File: config.mk
export PLATFORM = sky130hd
export DESIGN_NAME = pucfg_top
export DESIGN_NICKNAME = d
export VERILOG_FILES = /design/src/hw/pucfg_top.v /design/src/hw/pucfg_div.v
export VERILOG_INCLUDE_DIRS = /design/src /design/src/hw
export SDC_FILE = /design/constraint.sdc
export NUM_CORES = 2
export LEC_CHECK = 0
export BUFFER_PORTS_ARGS = -buffer_cell sky130_fd_sc_hd__buf_2
export CORE_ASPECT_RATIO = 0.7
export CORE_UTILIZATION = 55
export DETAILED_ROUTE_END_ITERATION = 10
export HOLD_SLACK_MARGIN = 0.03
export PLACE_DENSITY = 0.69
export SETUP_SLACK_MARGIN = 0.4
export SLEW_MARGIN = 30
export SYNTH_ARGS = -nofsm -noshare
export SYNTH_HDL_FRONTEND = slang
export SYNTH_HIERARCHICAL = 1
export SYNTH_SLANG_ARGS = --single-unit
File: constraint.sdc
create_clock -name hclk -period 15.1 [get_ports hclk]
set_input_delay 0 -clock hclk [delete_from_list [all_inputs] [get_ports hclk]]
set_output_delay 0 -clock hclk [all_outputs]
set_load 0.03 [all_outputs]
File: src/hw/pucfg_defs.vh
// constants of the position-unit resolution configuration block
`ifndef PUCFG_DEFS_VH
`define PUCFG_DEFS_VH

// register byte offsets
`define PU_OFF_CTRL      8'h00
`define PU_OFF_UNIT      8'h04
`define PU_OFF_RES_NUM   8'h08
`define PU_OFF_RES_DEN   8'h0c
`define PU_OFF_GEAR_NUM  8'h10
`define PU_OFF_GEAR_DEN  8'h14
`define PU_OFF_DIR       8'h18
`define PU_OFF_STATUS    8'h1c
`define PU_OFF_RES_ACT   8'h20
`define PU_OFF_RES_CALC  8'h24
`define PU_OFF_IRQ_STAT  8'h28
`define PU_OFF_IRQ_MASK  8'h2c

// control bits (write one to trigger)
`define PU_CTRL_CONFIG   0
`define PU_CTRL_ALM_CLR  1
// direction bits
`define PU_DIR_MOTOR     0
`define PU_DIR_GEAR      1
// status bits
`define PU_ST_INFO       0
`define PU_ST_ALARM      1
`define PU_ST_BUSY       2
`define PU_ST_DIR        3
`define PU_ST_APPLY_PEND 4
// interrupt status bits
`define PU_IRQ_INFO      0
`define PU_IRQ_ALARM     1
`define PU_IRQ_APPLIED   2
`define PU_IRQ_W         3

// unit selection codes
`define PU_UNIT_ENC      8'd0
`define PU_UNIT_STEP     8'd1
`define PU_UNIT_MECH1    8'd10
`define PU_UNIT_MECH4    8'd13
`define PU_UNIT_REV3     8'd23
`define PU_UNIT_REV6     8'd26
`define PU_UNIT_DEG1     8'd31
`define PU_UNIT_DEG4     8'd34

// resolution limits and reset values
`define PU_RES_MIN       40'd500
`define PU_RES_MAX       40'd36000
`define PU_RST_RES       16'd36000
`define PU_RST_DEN       16'd1
`define PU_RST_UNIT      8'd0
`define PU_DEG_TURN      24'd360

// divider
`define PU_DIV_STEPS     6'd40

`endif

File: src/hw/pucfg_top.v
// position-unit resolution configuration with an ahb-lite register slave
// Function
// - resolution means position steps per motor turn; scales all travel
// - unit code 1: resolution equals numerator divided by denominator
// - valid resolution 500 to 36000 inclusive; reset value 36000
// - unit information flag high while computed resolution out of range
// - power-up or configure with information flag raises unit error alarm
// - gearbox or mechanism codes derive resolution ignoring numerator/denominator
// - motor direction 0: positive is clockwise; 1 reverses it
// - gear ratio is gear numerator over gear denominator
// - codes 23..26: resolution is one over unit times inverse gear ratio
// - codes 31..34: resolution is 360 over unit times inverse gear ratio
// - gearbox direction is motor inversion xor gear inversion
// - code 0 prefers encoder setting, else numerator/denominator
//
// The AHB-Lite register port and the register addresses are this design's own decisions.
`timescale 1ns/1ps
module pucfg_top (
	input  wire        hclk,
	input  wire        hresetn,
	input  wire        hsel,
	input  wire [7:0]  haddr,
	input  wire [1:0]  htrans,
	input  wire        hwrite,
	input  wire [2:0]  hsize,
	input  wire [31:0] hwdata,
	input  wire        hready,
	output wire        hreadyout,
	output wire        hresp,
	output wire [31:0] hrdata,
	input  wire        mech_present,
	input  wire [23:0] mech_res,
	output wire [15:0] active_res,
	output wire        positive_direction_ccw,
	output wire        unit_info,
	output wire        unit_alarm,
	output wire        irq
);
`include "pucfg_defs.vh"

//////////////////////////////////////////////////////////////////////
// declarations
reg  [7:0]  unit_q;
reg  [15:0] res_num_q;
reg  [15:0] res_den_q;
reg  [15:0] gear_num_q;
reg  [15:0] gear_den_q;
reg  [1:0]  dir_q;
reg  [15:0] res_act_q;
reg         dir_act_q;
reg         alarm_q;
reg         calc_pend_q;
reg         apply_q;
reg         div_start_q;
reg  [2:0]  irq_stat_q;
reg  [2:0]  irq_stat_d;
reg  [2:0]  irq_mask_q;
reg         info_prev_q;
reg         mech_s1_q;
reg         mech_s2_q;
reg         mech_s3_q;
reg         wr_pend_q;
reg  [7:0]  wr_addr_q;
reg  [31:0] hrdata_q;
reg  [31:0] rd_mux;
reg  [23:0] scale;
reg  [39:0] num_w;
reg  [15:0] den_w;
reg         code_ok;
reg         geared;
wire        addr_ph;
wire        wr_en;
wire        param_wr;
wire        cfg_cmd;
wire        alm_clr;
wire [39:0] lo_lim;
wire [39:0] hi_lim;
wire        info;
wire        div_busy;
wire [39:0] div_quo;
wire        apply_now;
wire        raise_alarm;
wire        dir_eff;
wire        use_mech;

//////////////////////////////////////////////////////////////////////
// ahb-lite slave: zero wait state, always okay
assign addr_ph   = hsel & htrans[1] & hready;
assign hreadyout = 1'b1;
assign hresp     = 1'b0;
assign hrdata    = hrdata_q;
assign wr_en     = wr_pend_q;

always @(posedge hclk or negedge hresetn) begin
	if (!hresetn) begin
		wr_pend_q <= 1'b0;
		wr_addr_q <= 8'h00;
		hrdata_q  <= 32'h0;
	end else begin
		wr_pend_q <= addr_ph & hwrite;
		if (addr_ph) begin
			wr_addr_q <= haddr;
		end
		if (addr_ph & !hwrite) begin
			hrdata_q <= rd_mux;
		end
	end
end

assign param_wr = wr_en & ((wr_addr_q == `PU_OFF_UNIT) | (wr_addr_q == `PU_OFF_RES_NUM) |
	(wr_addr_q == `PU_OFF_RES_DEN) | (wr_addr_q == `PU_OFF_GEAR_NUM) |
	(wr_addr_q == `PU_OFF_GEAR_DEN));
assign cfg_cmd  = wr_en & (wr_addr_q == `PU_OFF_CTRL) & hwdata[`PU_CTRL_CONFIG];
assign alm_clr  = wr_en & (wr_addr_q == `PU_OFF_CTRL) & hwdata[`PU_CTRL_ALM_CLR];

//////////////////////////////////////////////////////////////////////
// parameter registers
always @(posedge hclk or negedge hresetn) begin
	if (!hresetn) begin
		unit_q     <= `PU_RST_UNIT;
		res_num_q  <= `PU_RST_RES;
		res_den_q  <= `PU_RST_DEN;
		gear_num_q <= `PU_RST_DEN;
		gear_den_q <= `PU_RST_DEN;
		dir_q      <= 2'h0;
		irq_mask_q <= 3'h0;
	end else if (wr_en) begin
		case (wr_addr_q)
		`PU_OFF_UNIT:     unit_q     <= hwdata[7:0];
		`PU_OFF_RES_NUM:  res_num_q  <= hwdata[15:0];
		`PU_OFF_RES_DEN:  res_den_q  <= hwdata[15:0];
		`PU_OFF_GEAR_NUM: gear_num_q <= hwdata[15:0];
		`PU_OFF_GEAR_DEN: gear_den_q <= hwdata[15:0];
		`PU_OFF_DIR:      dir_q      <= hwdata[1:0];
		`PU_OFF_IRQ_MASK: irq_mask_q <= hwdata[`PU_IRQ_W-1:0];
		default:          dir_q      <= dir_q;
		endcase
	end
end

//////////////////////////////////////////////////////////////////////
// mechanism presence pin synchroniser
always @(posedge hclk or negedge hresetn) begin
	if (!hresetn) begin
		mech_s1_q <= 1'b0;
		mech_s2_q <= 1'b0;
		mech_s3_q <= 1'b0;
	end else begin
		mech_s1_q <= mech_present;
		mech_s2_q <= mech_s1_q;
		// third stage marks a level change in step with the recompute request
		mech_s3_q <= mech_s2_q;
	end
end

assign use_mech = ((unit_q == `PU_UNIT_ENC) & mech_s3_q) |
	((unit_q >= `PU_UNIT_MECH1) & (unit_q <= `PU_UNIT_MECH4));

//////////////////////////////////////////////////////////////////////
// resolution as an exact fraction num_w / den_w
always @* begin
	scale   = 24'h0;
	num_w   = 40'h0;
	den_w   = 16'h0;
	code_ok = 1'b1;
	geared  = 1'b1;
	case (unit_q)
	8'd23: scale = 24'd1000;
	8'd24: scale = 24'd10000;
	8'd25: scale = 24'd100000;
	8'd26: scale = 24'd1000000;
	8'd31: scale = `PU_DEG_TURN * 24'd10;
	8'd32: scale = `PU_DEG_TURN * 24'd100;
	8'd33: scale = `PU_DEG_TURN * 24'd1000;
	8'd34: scale = `PU_DEG_TURN * 24'd10000;
	default: scale = mech_res;
	endcase
	if (use_mech) begin
		num_w = scale * {24'h0, gear_den_q};
		den_w = gear_num_q;
	end else if ((unit_q == `PU_UNIT_STEP) | (unit_q == `PU_UNIT_ENC)) begin
		num_w  = {24'h0, res_num_q};
		den_w  = res_den_q;
		geared = 1'b0;
	end else if (((unit_q >= `PU_UNIT_REV3) & (unit_q <= `PU_UNIT_REV6)) |
		((unit_q >= `PU_UNIT_DEG1) & (unit_q <= `PU_UNIT_DEG4))) begin
		// inverse unit divided by gear ratio
		num_w = scale * {24'h0, gear_den_q};
		den_w = gear_num_q;
	end else begin
		code_ok = 1'b0;
		den_w   = 16'h1;
	end
end

assign lo_lim = {24'h0, den_w} * `PU_RES_MIN;
assign hi_lim = {24'h0, den_w} * `PU_RES_MAX;
// out of range or unusable setting
assign info   = !code_ok | (den_w == 16'h0) | (num_w < lo_lim) | (num_w > hi_lim);

//////////////////////////////////////////////////////////////////////
// recompute the integer resolution after every unit, resolution or gear write and on a mechanism pin change
always @(posedge hclk or negedge hresetn) begin
	if (!hresetn) begin
		calc_pend_q <= 1'b1;
		div_start_q <= 1'b0;
	end else begin
		div_start_q <= 1'b0;
		if (param_wr | (mech_s3_q != mech_s2_q)) begin
			calc_pend_q <= 1'b1;
		end else if (calc_pend_q & !div_busy & !div_start_q) begin
			calc_pend_q <= 1'b0;
			div_start_q <= 1'b1;
		end
	end
end

pucfg_div u_div (
	.hclk     (hclk),
	.hresetn  (hresetn),
	.start    (div_start_q),
	.dividend (num_w),
	.divisor  ((den_w == 16'h0) ? 16'h1 : den_w),
	.busy     (div_busy),
	.quotient (div_quo)
);

//////////////////////////////////////////////////////////////////////
// apply at configure or power-up
// direction sign
assign dir_eff     = geared ? (dir_q[`PU_DIR_MOTOR] ^ dir_q[`PU_DIR_GEAR]) : dir_q[`PU_DIR_MOTOR];
assign apply_now   = apply_q & !calc_pend_q & !div_busy & !div_start_q & !param_wr;
assign raise_alarm = apply_now & info;

always @(posedge hclk or negedge hresetn) begin
	if (!hresetn) begin
		apply_q   <= 1'b1;
		res_act_q <= `PU_RST_RES;
		dir_act_q <= 1'b0;
		alarm_q   <= 1'b0;
	end else begin
		if (cfg_cmd) begin
			apply_q <= 1'b1;
		end else if (apply_now) begin
			apply_q <= 1'b0;
		end
		if (apply_now & !info) begin
			res_act_q <= div_quo[15:0];
			dir_act_q <= dir_eff;
		end
		if (raise_alarm) begin
			alarm_q <= 1'b1;
		end else if (alm_clr) begin
			alarm_q <= 1'b0;
		end
	end
end

assign active_res             = res_act_q;
assign positive_direction_ccw = dir_act_q;
assign unit_info              = info;
assign unit_alarm             = alarm_q;

//////////////////////////////////////////////////////////////////////
// interrupts: sticky, write one to clear, set wins
always @* begin
	irq_stat_d = irq_stat_q;
	if (wr_en & (wr_addr_q == `PU_OFF_IRQ_STAT)) begin
		irq_stat_d = irq_stat_q & ~hwdata[`PU_IRQ_W-1:0];
	end
	irq_stat_d[`PU_IRQ_INFO]    = irq_stat_d[`PU_IRQ_INFO] | (info & !info_prev_q);
	irq_stat_d[`PU_IRQ_ALARM]   = irq_stat_d[`PU_IRQ_ALARM] | raise_alarm;
	irq_stat_d[`PU_IRQ_APPLIED] = irq_stat_d[`PU_IRQ_APPLIED] | (apply_now & !info);
end

always @(posedge hclk or negedge hresetn) begin
	if (!hresetn) begin
		irq_stat_q  <= 3'h0;
		info_prev_q <= 1'b0;
	end else begin
		irq_stat_q  <= irq_stat_d;
		info_prev_q <= info;
	end
end

assign irq = |(irq_stat_q & irq_mask_q);

//////////////////////////////////////////////////////////////////////
// read multiplexer
always @* begin
	rd_mux = 32'h0;
	case (haddr)
	`PU_OFF_UNIT:     rd_mux = {24'h0, unit_q};
	`PU_OFF_RES_NUM:  rd_mux = {16'h0, res_num_q};
	`PU_OFF_RES_DEN:  rd_mux = {16'h0, res_den_q};
	`PU_OFF_GEAR_NUM: rd_mux = {16'h0, gear_num_q};
	`PU_OFF_GEAR_DEN: rd_mux = {16'h0, gear_den_q};
	`PU_OFF_DIR:      rd_mux = {30'h0, dir_q};
	`PU_OFF_STATUS:   rd_mux = {27'h0, apply_q, dir_act_q, calc_pend_q | div_busy | div_start_q,
		alarm_q, info};
	`PU_OFF_RES_ACT:  rd_mux = {16'h0, res_act_q};
	`PU_OFF_RES_CALC: rd_mux = div_quo[31:0];
	`PU_OFF_IRQ_STAT: rd_mux = {29'h0, irq_stat_q};
	`PU_OFF_IRQ_MASK: rd_mux = {29'h0, irq_mask_q};
	default:          rd_mux = 32'h0;
	endcase
end

endmodule

File: src/hw/pucfg_div.v
// sequential restoring divider, 40-bit dividend by 16-bit divisor
`timescale 1ns/1ps
module pucfg_div (
	input  wire        hclk,
	input  wire        hresetn,
	input  wire        start,
	input  wire [39:0] dividend,
	input  wire [15:0] divisor,
	output wire        busy,
	output wire [39:0] quotient
);
`include "pucfg_defs.vh"

reg  [16:0] rem_q;
reg  [39:0] quo_q;
reg  [5:0]  cnt_q;
reg         busy_q;
wire [16:0] trial;

assign trial    = {rem_q[15:0], quo_q[39]};
assign busy     = busy_q;
assign quotient = quo_q;

//////////////////////////////////////////////////////////////////////
// one quotient bit per cycle
always @(posedge hclk or negedge hresetn) begin
	if (!hresetn) begin
		rem_q  <= 17'h0;
		quo_q  <= 40'h0;
		cnt_q  <= 6'h0;
		busy_q <= 1'b0;
	end else if (start) begin
		rem_q  <= 17'h0;
		quo_q  <= dividend;
		cnt_q  <= `PU_DIV_STEPS;
		busy_q <= 1'b1;
	end else if (busy_q) begin
		if (trial >= {1'b0, divisor}) begin
			rem_q <= trial - {1'b0, divisor};
			quo_q <= {quo_q[38:0], 1'b1};
		end else begin
			rem_q <= trial;
			quo_q <= {quo_q[38:0], 1'b0};
		end
		cnt_q  <= cnt_q - 6'h1;
		busy_q <= (cnt_q != 6'h1);
	end
end

endmodule

## Yosys cells after proc, flatten, opt, wreduce, memory -nomap -nowiden

Cells that the tools add are included.

| storage, ports and cells | value |
|---|---|
| register bits after elaboration | 209 |
| input bits | 75 |
| output and inout bits | 54 |

| operators by class | value |
|---|---|
| multiplexer cells | 34 |
| bitwise logic cells | 42 |
| $add $sub $neg | 2 |
| reduce and logical (&&, ||, !) cells | 23 |
| multiply operators | 3 |
| $lt $le $gt $ge | 9 |
| equal/unequal tests | 30 |

Operators with widths:

| operator | number |
|---|---|
| 32-bit one-hot mux with 11 select lines | 1 |
| 40-bit 2-to-1 mux | 5 |
| 24-bit one-hot mux with 8 select lines | 1 |
| 16-bit 2-to-1 mux | 7 |
| 8-bit by 5-bit equality test with 1-bit output (second input constant) | 12 |
| 8-bit by 6-bit equality test with 1-bit output (second input constant) | 9 |
| 40-bit by 32-bit greater-than comparator with 1-bit output | 1 |
| 40-bit by 25-bit < comparator with 1-bit output | 1 |
| 24-bit by 16-bit multiplier with 40-bit output | 1 |
| 8-bit by 4-bit equality test with 1-bit output (second input constant) | 4 |
| 16-bit by 11-bit multiplier with 27-bit output (second input constant) | 1 |
| 16-bit by 7-bit multiplier with 23-bit output (second input constant) | 1 |
| 1-bit AND | 22 |
| 17-bit by 16-bit greater-or-equal comparator with 1-bit output | 1 |
| 1-bit 2-to-1 mux | 17 |
| 8-bit by 3-bit equality test with 1-bit output (second input constant) | 2 |
| 8-bit by 5-bit greater-or-equal comparator with 1-bit output (second input constant) | 2 |
| 16-bit logical NOT | 1 |
| 8-bit logical NOT | 2 |
| 1-bit bitwise OR | 16 |
| 16-bit subtractor | 1 |
| 2-bit AND reduction | 7 |
| 6-bit 2-to-1 mux | 2 |
| 8-bit by 1-bit equality test with 1-bit output (second input constant) | 1 |
| other kinds (14) | 25 |

## Logic depth before layout (Yosys ltp)

| depth | value |
|---|---|
| depth after elaboration | 13 |
| depth in mapped cells | 44 |

## Cells and area by module

Netlist, hierarchy kept.

By module, submodules not included:

| module | instances | area an instance (um^2) | cells an instance |
|---|---|---|---|
| pucfg_top | 1 | 26357.8 | 2897 |
| pucfg_div | 1 | 3896.2 | 428 |

## Least setup slack after synthesis

OpenSTA, ideal clock, no wires.

| path | value |
|---|---|
| path type | reg2reg |
| start | reg unit_q[3] |
| end | reg res_act_q[12], in the netlist active_res[12] |
| setup slack | 5.243 ns |
| data required time | 14.975 ns |
| cell stages (with the launch flop) | 38 |
| arrival | 9.732 ns |
| clock period less this slack | 9.857 ns |
| library setup time | 0.125 ns |
| buffers on the path | 6 |
| cells stage by stage | dfrtp_1 -> clkbuf_1 -> nor4_2 -> nand4_1 -> nand3b_1 -> nand2_1 -> clkbuf_1 -> clkbuf_1 -> a21oi_1 -> clkbuf_1 -> nand2_1 -> fa_1 -> inv_1 -> fa_1 -> fa_1 -> fa_1 -> fa_1 -> inv_1 -> [... 2 more ...] -> ha_1 -> clkbuf_1 -> nand2_1 -> or3_1 -> nor3_2 -> o211a_2 -> o21ai_0 -> a211o_1 -> nor2_1 -> ha_1 -> nand3_1 -> or2_2 -> nand4b_1 -> o31a_1 -> o32a_1 -> nor4_4 -> buf_6 -> mux2_4 |

| on the way | value |
|---|---|
| elaborated cells on any way between the ends | 45 |
| those cells by class | mul: 3; order compare: 8; eq/ne: 9; mux: 10; bitwise: 11; reduce/logical: 4 |

RTL lines:

| what | line | text |
|---|---|---|
| from (decl) | pucfg_top.v:43 | `reg [7:0] unit_q;` |
| from (signal assigned) | pucfg_top.v:120 | `` unit_q <= `PU_RST_UNIT; `` |
| from (signal assigned) | pucfg_top.v:129 | `` `PU_OFF_UNIT: unit_q <= hwdata[7:0]; `` |
| 8-bit by 6-bit equality test with 1-bit output (tied with other cells) | pucfg_top.v:167 | `case (unit_q)` |
| 24-bit one-hot mux with 8 select lines (tied with other cells) | pucfg_top.v:167 |  |
| 24-bit by 16-bit multiplier with 40-bit output or 1-bit bitwise OR (tied branches) | pucfg_top.v:179, pucfg_top.v:188, pucfg_top.v:185 |  |
| 40-bit 2-to-1 mux | pucfg_top.v:185 | `` end else if (((unit_q >= `PU_UNIT_REV3) & (unit_q <= `PU_UNIT_REV6)) \| `` |
| 40-bit 2-to-1 mux | pucfg_top.v:181 | `` end else if ((unit_q == `PU_UNIT_STEP) \| (unit_q == `PU_UNIT_ENC)) begin `` |
| 40-bit 2-to-1 mux (*) | pucfg_top.v:178 | `if (use_mech) begin` |
| via num_w[28] | pucfg_top.v:67 | `reg [39:0] num_w;` |
| 40-bit by 25-bit < comparator with 1-bit output | pucfg_top.v:199 | `assign info = !code_ok \| (den_w == 16'h0) \| (num_w < lo_lim) \| (num_w > hi_lim);` |
| 1-bit bitwise OR | pucfg_top.v:199 |  |
| 1-bit bitwise OR (*) | pucfg_top.v:199 |  |
| 1-bit logical NOT (*) | pucfg_top.v:247 | `if (apply_now & !info) begin` |
| 1-bit AND (*) | pucfg_top.v:247 |  |
| to (signal assigned) | pucfg_top.v:238 | `` res_act_q <= `PU_RST_RES; `` |
| to (signal assigned) | pucfg_top.v:248 | `res_act_q <= div_quo[15:0];` |
| to (decl) | pucfg_top.v:49 | `reg [15:0] res_act_q;` |

The timed path passes the listed nets; every way through them passes the cells marked *.
A chain may end at the register's enable or synchronous reset.

## Worst setup path after layout

| path | value |
|---|---|
| start | reg unit_q[2] |
| end | out unit_info |

| on the way | value |
|---|---|
| elaborated cells on any way between the ends | 43 |
| those cells by class | mul: 3; order compare: 8; eq/ne: 9; mux: 10; bitwise: 10; reduce/logical: 3 |

RTL lines:

| what | line | text |
|---|---|---|
| 8-bit by 6-bit equality test with 1-bit output (tied with other cells) | pucfg_top.v:167 |  |
| 24-bit one-hot mux with 8 select lines (tied with other cells) | pucfg_top.v:167 |  |
| 24-bit by 16-bit multiplier with 40-bit output or 1-bit bitwise OR (tied branches) | pucfg_top.v:179, pucfg_top.v:188, pucfg_top.v:185 |  |
| 40-bit 2-to-1 mux | pucfg_top.v:185 |  |
| 40-bit 2-to-1 mux | pucfg_top.v:181 |  |
| 40-bit 2-to-1 mux (*) | pucfg_top.v:178 |  |
| via num_w[24] | pucfg_top.v:67 |  |
| 40-bit by 25-bit < comparator with 1-bit output | pucfg_top.v:199 |  |
| 1-bit bitwise OR | pucfg_top.v:199 |  |
| 1-bit bitwise OR (*) | pucfg_top.v:199 |  |
| to (decl) | pucfg_top.v:35 | `output wire unit_info,` |

Marked as above.

==> results.ini <==
[routing]
ant_nets = 0
drt_iter0_drc = 2298
wl_per_cell_um = 21.2
routed_wl_um = 87000
viasPerCell = 5.94
vias = 24400
drc_errors = 0
dr.pass1.iters = 6

[worst_setup_path]
worstReg2RegStart = unit_q[2]$_DFFE_PN0P_
end_kind = output pin
reg2reg_slack_ns = 2.38
critPathArrivalTime_ns = 13.13
start_kind = flop
max_stage_delay_ns = 0.81
crit_fanout = 30
crit_path_frequent_cell = fa_1
cp_slowest_cell = a221o_1
ff2ff_path_depth = 34
required_ns = 15.10
worst-setup-path-type = reg -> out
timing.rr.end = active_res[4]$_DFFE_PN0P_

[synth]
synth.most_common_cell = inv_1
synth_area_per_cell_um2 = 9.10
netlist_instances = 3325
ys_types = 91
synth_top_family_by_area = adder cells
synth-xor-area-share_pct = 2.29
synth-compound-area-share_pct = 11.4
ys_seq_elements = 209
synth_area_leader_cell = fa_1
synth-main-ff-cell = dfrtp_1
synth_edf_count = 0
yosys_warnings = 6
synthSimpleGateAreaFrac_pct = 15.4
synth_top_area_share_pct = 26.1
synth_nets = 4114
yosys.area_share.adder_pct = 39.3
ys_seq_area_share_pct = 17.3
synth_mux_area_share_pct = 5.69
async_reset_ff_share_pct = 100
synth_area_um2 = 30300
synth_area_leaders = fa_1 26%, dfrtp_1 16%, ha_1 13%
synth_common_cells = 530 x inv_1, 430 x nand2_1, 394 x fa_1, 320 x ha_1, 194 x dfrtp_1

[global_routing]
grt_start_max_net_pins = 86
grt_pass1_wl_um = 140000
antenna_found_initial = 4
grt_pass1_vias = 25200
grt_use_total_pct = 32.3
gr-total-overflow = 0

[sta]
max_freq_ghz = 0.0762
skew_ns = 0.0196
report.final.slew_viol_count = 0
hold_violations = 0
worstMarginPinSlew_ns = 1.08
fin_setup_tns_ns = 0
period_needed_ns = 13.13
setup_viol = 0
rsz0062_at_grt = no
fin_crit_sh_pct = 86.9
slew_headroom_pct = 28.1

[worst_hold_path]
min_path_type = in -> async

[die]
die_x_um = 282
start_util_pct = 56.0
core_area_um2 = 54000
die_area_um2 = 56000
std_cell_rows = 71
die_h_um = 198
io_pins = 129

[status]
status = finished clean

[clock_network]
htree_levels = 1
clkSinkCount = 209
clk_path_buf_depth = 3
clkSlewWorstSetupHoldPaths_ns = 0.06
cts_tree = done
numCtsBuffers = 21
cts-root-buf = clkbuf_16
clkLatencyLatePin_ns = 0.53

[finish]
fin_nets = 4151
drive_gt1_share_pct = 10.5
fillers = 4743
syn2layout_area_growth_pct = 7.46

[placed_design]
dp_hpwl_um = 68000
portBuffers = 106
gp_congestion = 0.966

[run]
drv_cap = 0

==> repair_timing <==
item                                   in CTS  in global routing
setup buffers                               0                  0
resized for setup                           0                  0
endpoints found under the hold margin     173                  0
hold buffers                               27                  0
==> metrics by stage <==
step | instance area (µm²) | utilization [%] | hold slack [ns] | instances | setup WS (ns)
detailed placement | 31400 | 58.2 | 0.00654 | 4042 | 2.64
finish | 32500 | 60.2 | 0.0307 | 4108 | 1.97
global route | 32500 | 60.2 | 0.0919 | 4107 | 1.36
floorplan | 30300 | - | -0.296 | 3325 | 5.24
CTS | 32500 | 60.1 | 0.0480 | 4107 | 2.07
global placement | 31400 | 58.1 | 0.00493 | 4041 | 2.79
==> cell families after synthesis <==
| logic type | after synthesis |
|---|---|
| and+or+nand+nor | 982 |
| xor gates and xnor gates | 79 |
| DFF | 209 |
| muxes | 156 |
| adders and majority gates | 714 |
| buffers and inverters | 681 |
| other | 2 |
| AOI/OAI and AO/OA | 502 |
==> worst max path at each step <==
stage                                startpoint                    endpoint
final                     unit_q[2]$_DFFE_PN0P_                   unit_info
after detailed placement  unit_q[2]$_DFFE_PN0P_       hrdata[0]$_DFFE_PN0P_
after global routing      unit_q[3]$_DFFE_PN0P_                   unit_info
after global placement    unit_q[2]$_DFFE_PN0P_       hrdata[0]$_DFFE_PN0P_
after floorplan           unit_q[3]$_DFFE_PN0P_  active_res[12]$_DFFE_PN0P_
after CTS                 unit_q[2]$_DFFE_PN0P_                   unit_info
==> area by class of cell <==
cell class,count,area [µm²],area share (%)
diodes,1,2.50,0.00770
clock buffers,28,582,1.79
clock inverters,10,189,0.581
inverters,530,1990,6.12
multi-input cells,2435,22500,69.2
flip-flops and latches,209,5260,16.2
well taps,730,913,2.81
repair buffers,165,1070,3.31
==> worst max-delay path: cells and delay by family (launching register included) <==
family | cells | cell delay [ns]
flip-flops | 1 | 0.58
AND/OR/NAND/NOR | 15 | 5.36
adder cells (fa/ha/maj) | 8 | 3.88
AO/OA/AOI/OAI | 5 | 2.13
buffers and inverters | 6 | 0.60
==> cell usage in the layout, fill, tap and decap left out, drive strengths merged, types with 15 or more instances in the layout <==
cell / n
a211oi: 23
a21o: 40
a21oi: 101
a221oi: 17
a22o: 20
a22oi: 32
a31oi: 22
and2: 118
and3: 63
buf: 138
clkbuf: 28
dfrtp: 194
dfstp: 15
dlygate4sd3: 27
fa: 394
ha: 320
inv: 532
mux2: 102
mux2i: 54
nand2: 431
nand2b: 24
nand3: 59
nand4: 25
nor2: 150
nor3: 43
o21a: 26
o21ai: 122
xnor2: 39
xor2: 40
==> metal layers <==
layer,share of wire (%),vias up,wire (µm),track usage (%)
li1,-,11000,-,-
met1,45,12300,39200,47.6
met2,43,983,37700,48.9
met3,9.3,114,8080,6.58
met4,2.2,2,1900,6.85
met5,0.015,-,13,0
==> flip-flops by register name (all words and copies together) (netlist names), 2 cells and up <==
signal / cells
res_num_q: 16
irq_stat_q: 3
active_res: 16
unit_q: 8
res_den_q: 16
u_div/rem_q: 16
hrdata: 32
wr_addr_q: 8
u_div/cnt_q: 6
gear_den_q: 16
irq_mask_q: 3
u_div/quotient: 40
gear_num_q: 16
dir_q: 2
Power is left out: the tool's default activity adds up to more than one toggle a clock period on the data nets, which glitch-free logic cannot reach.
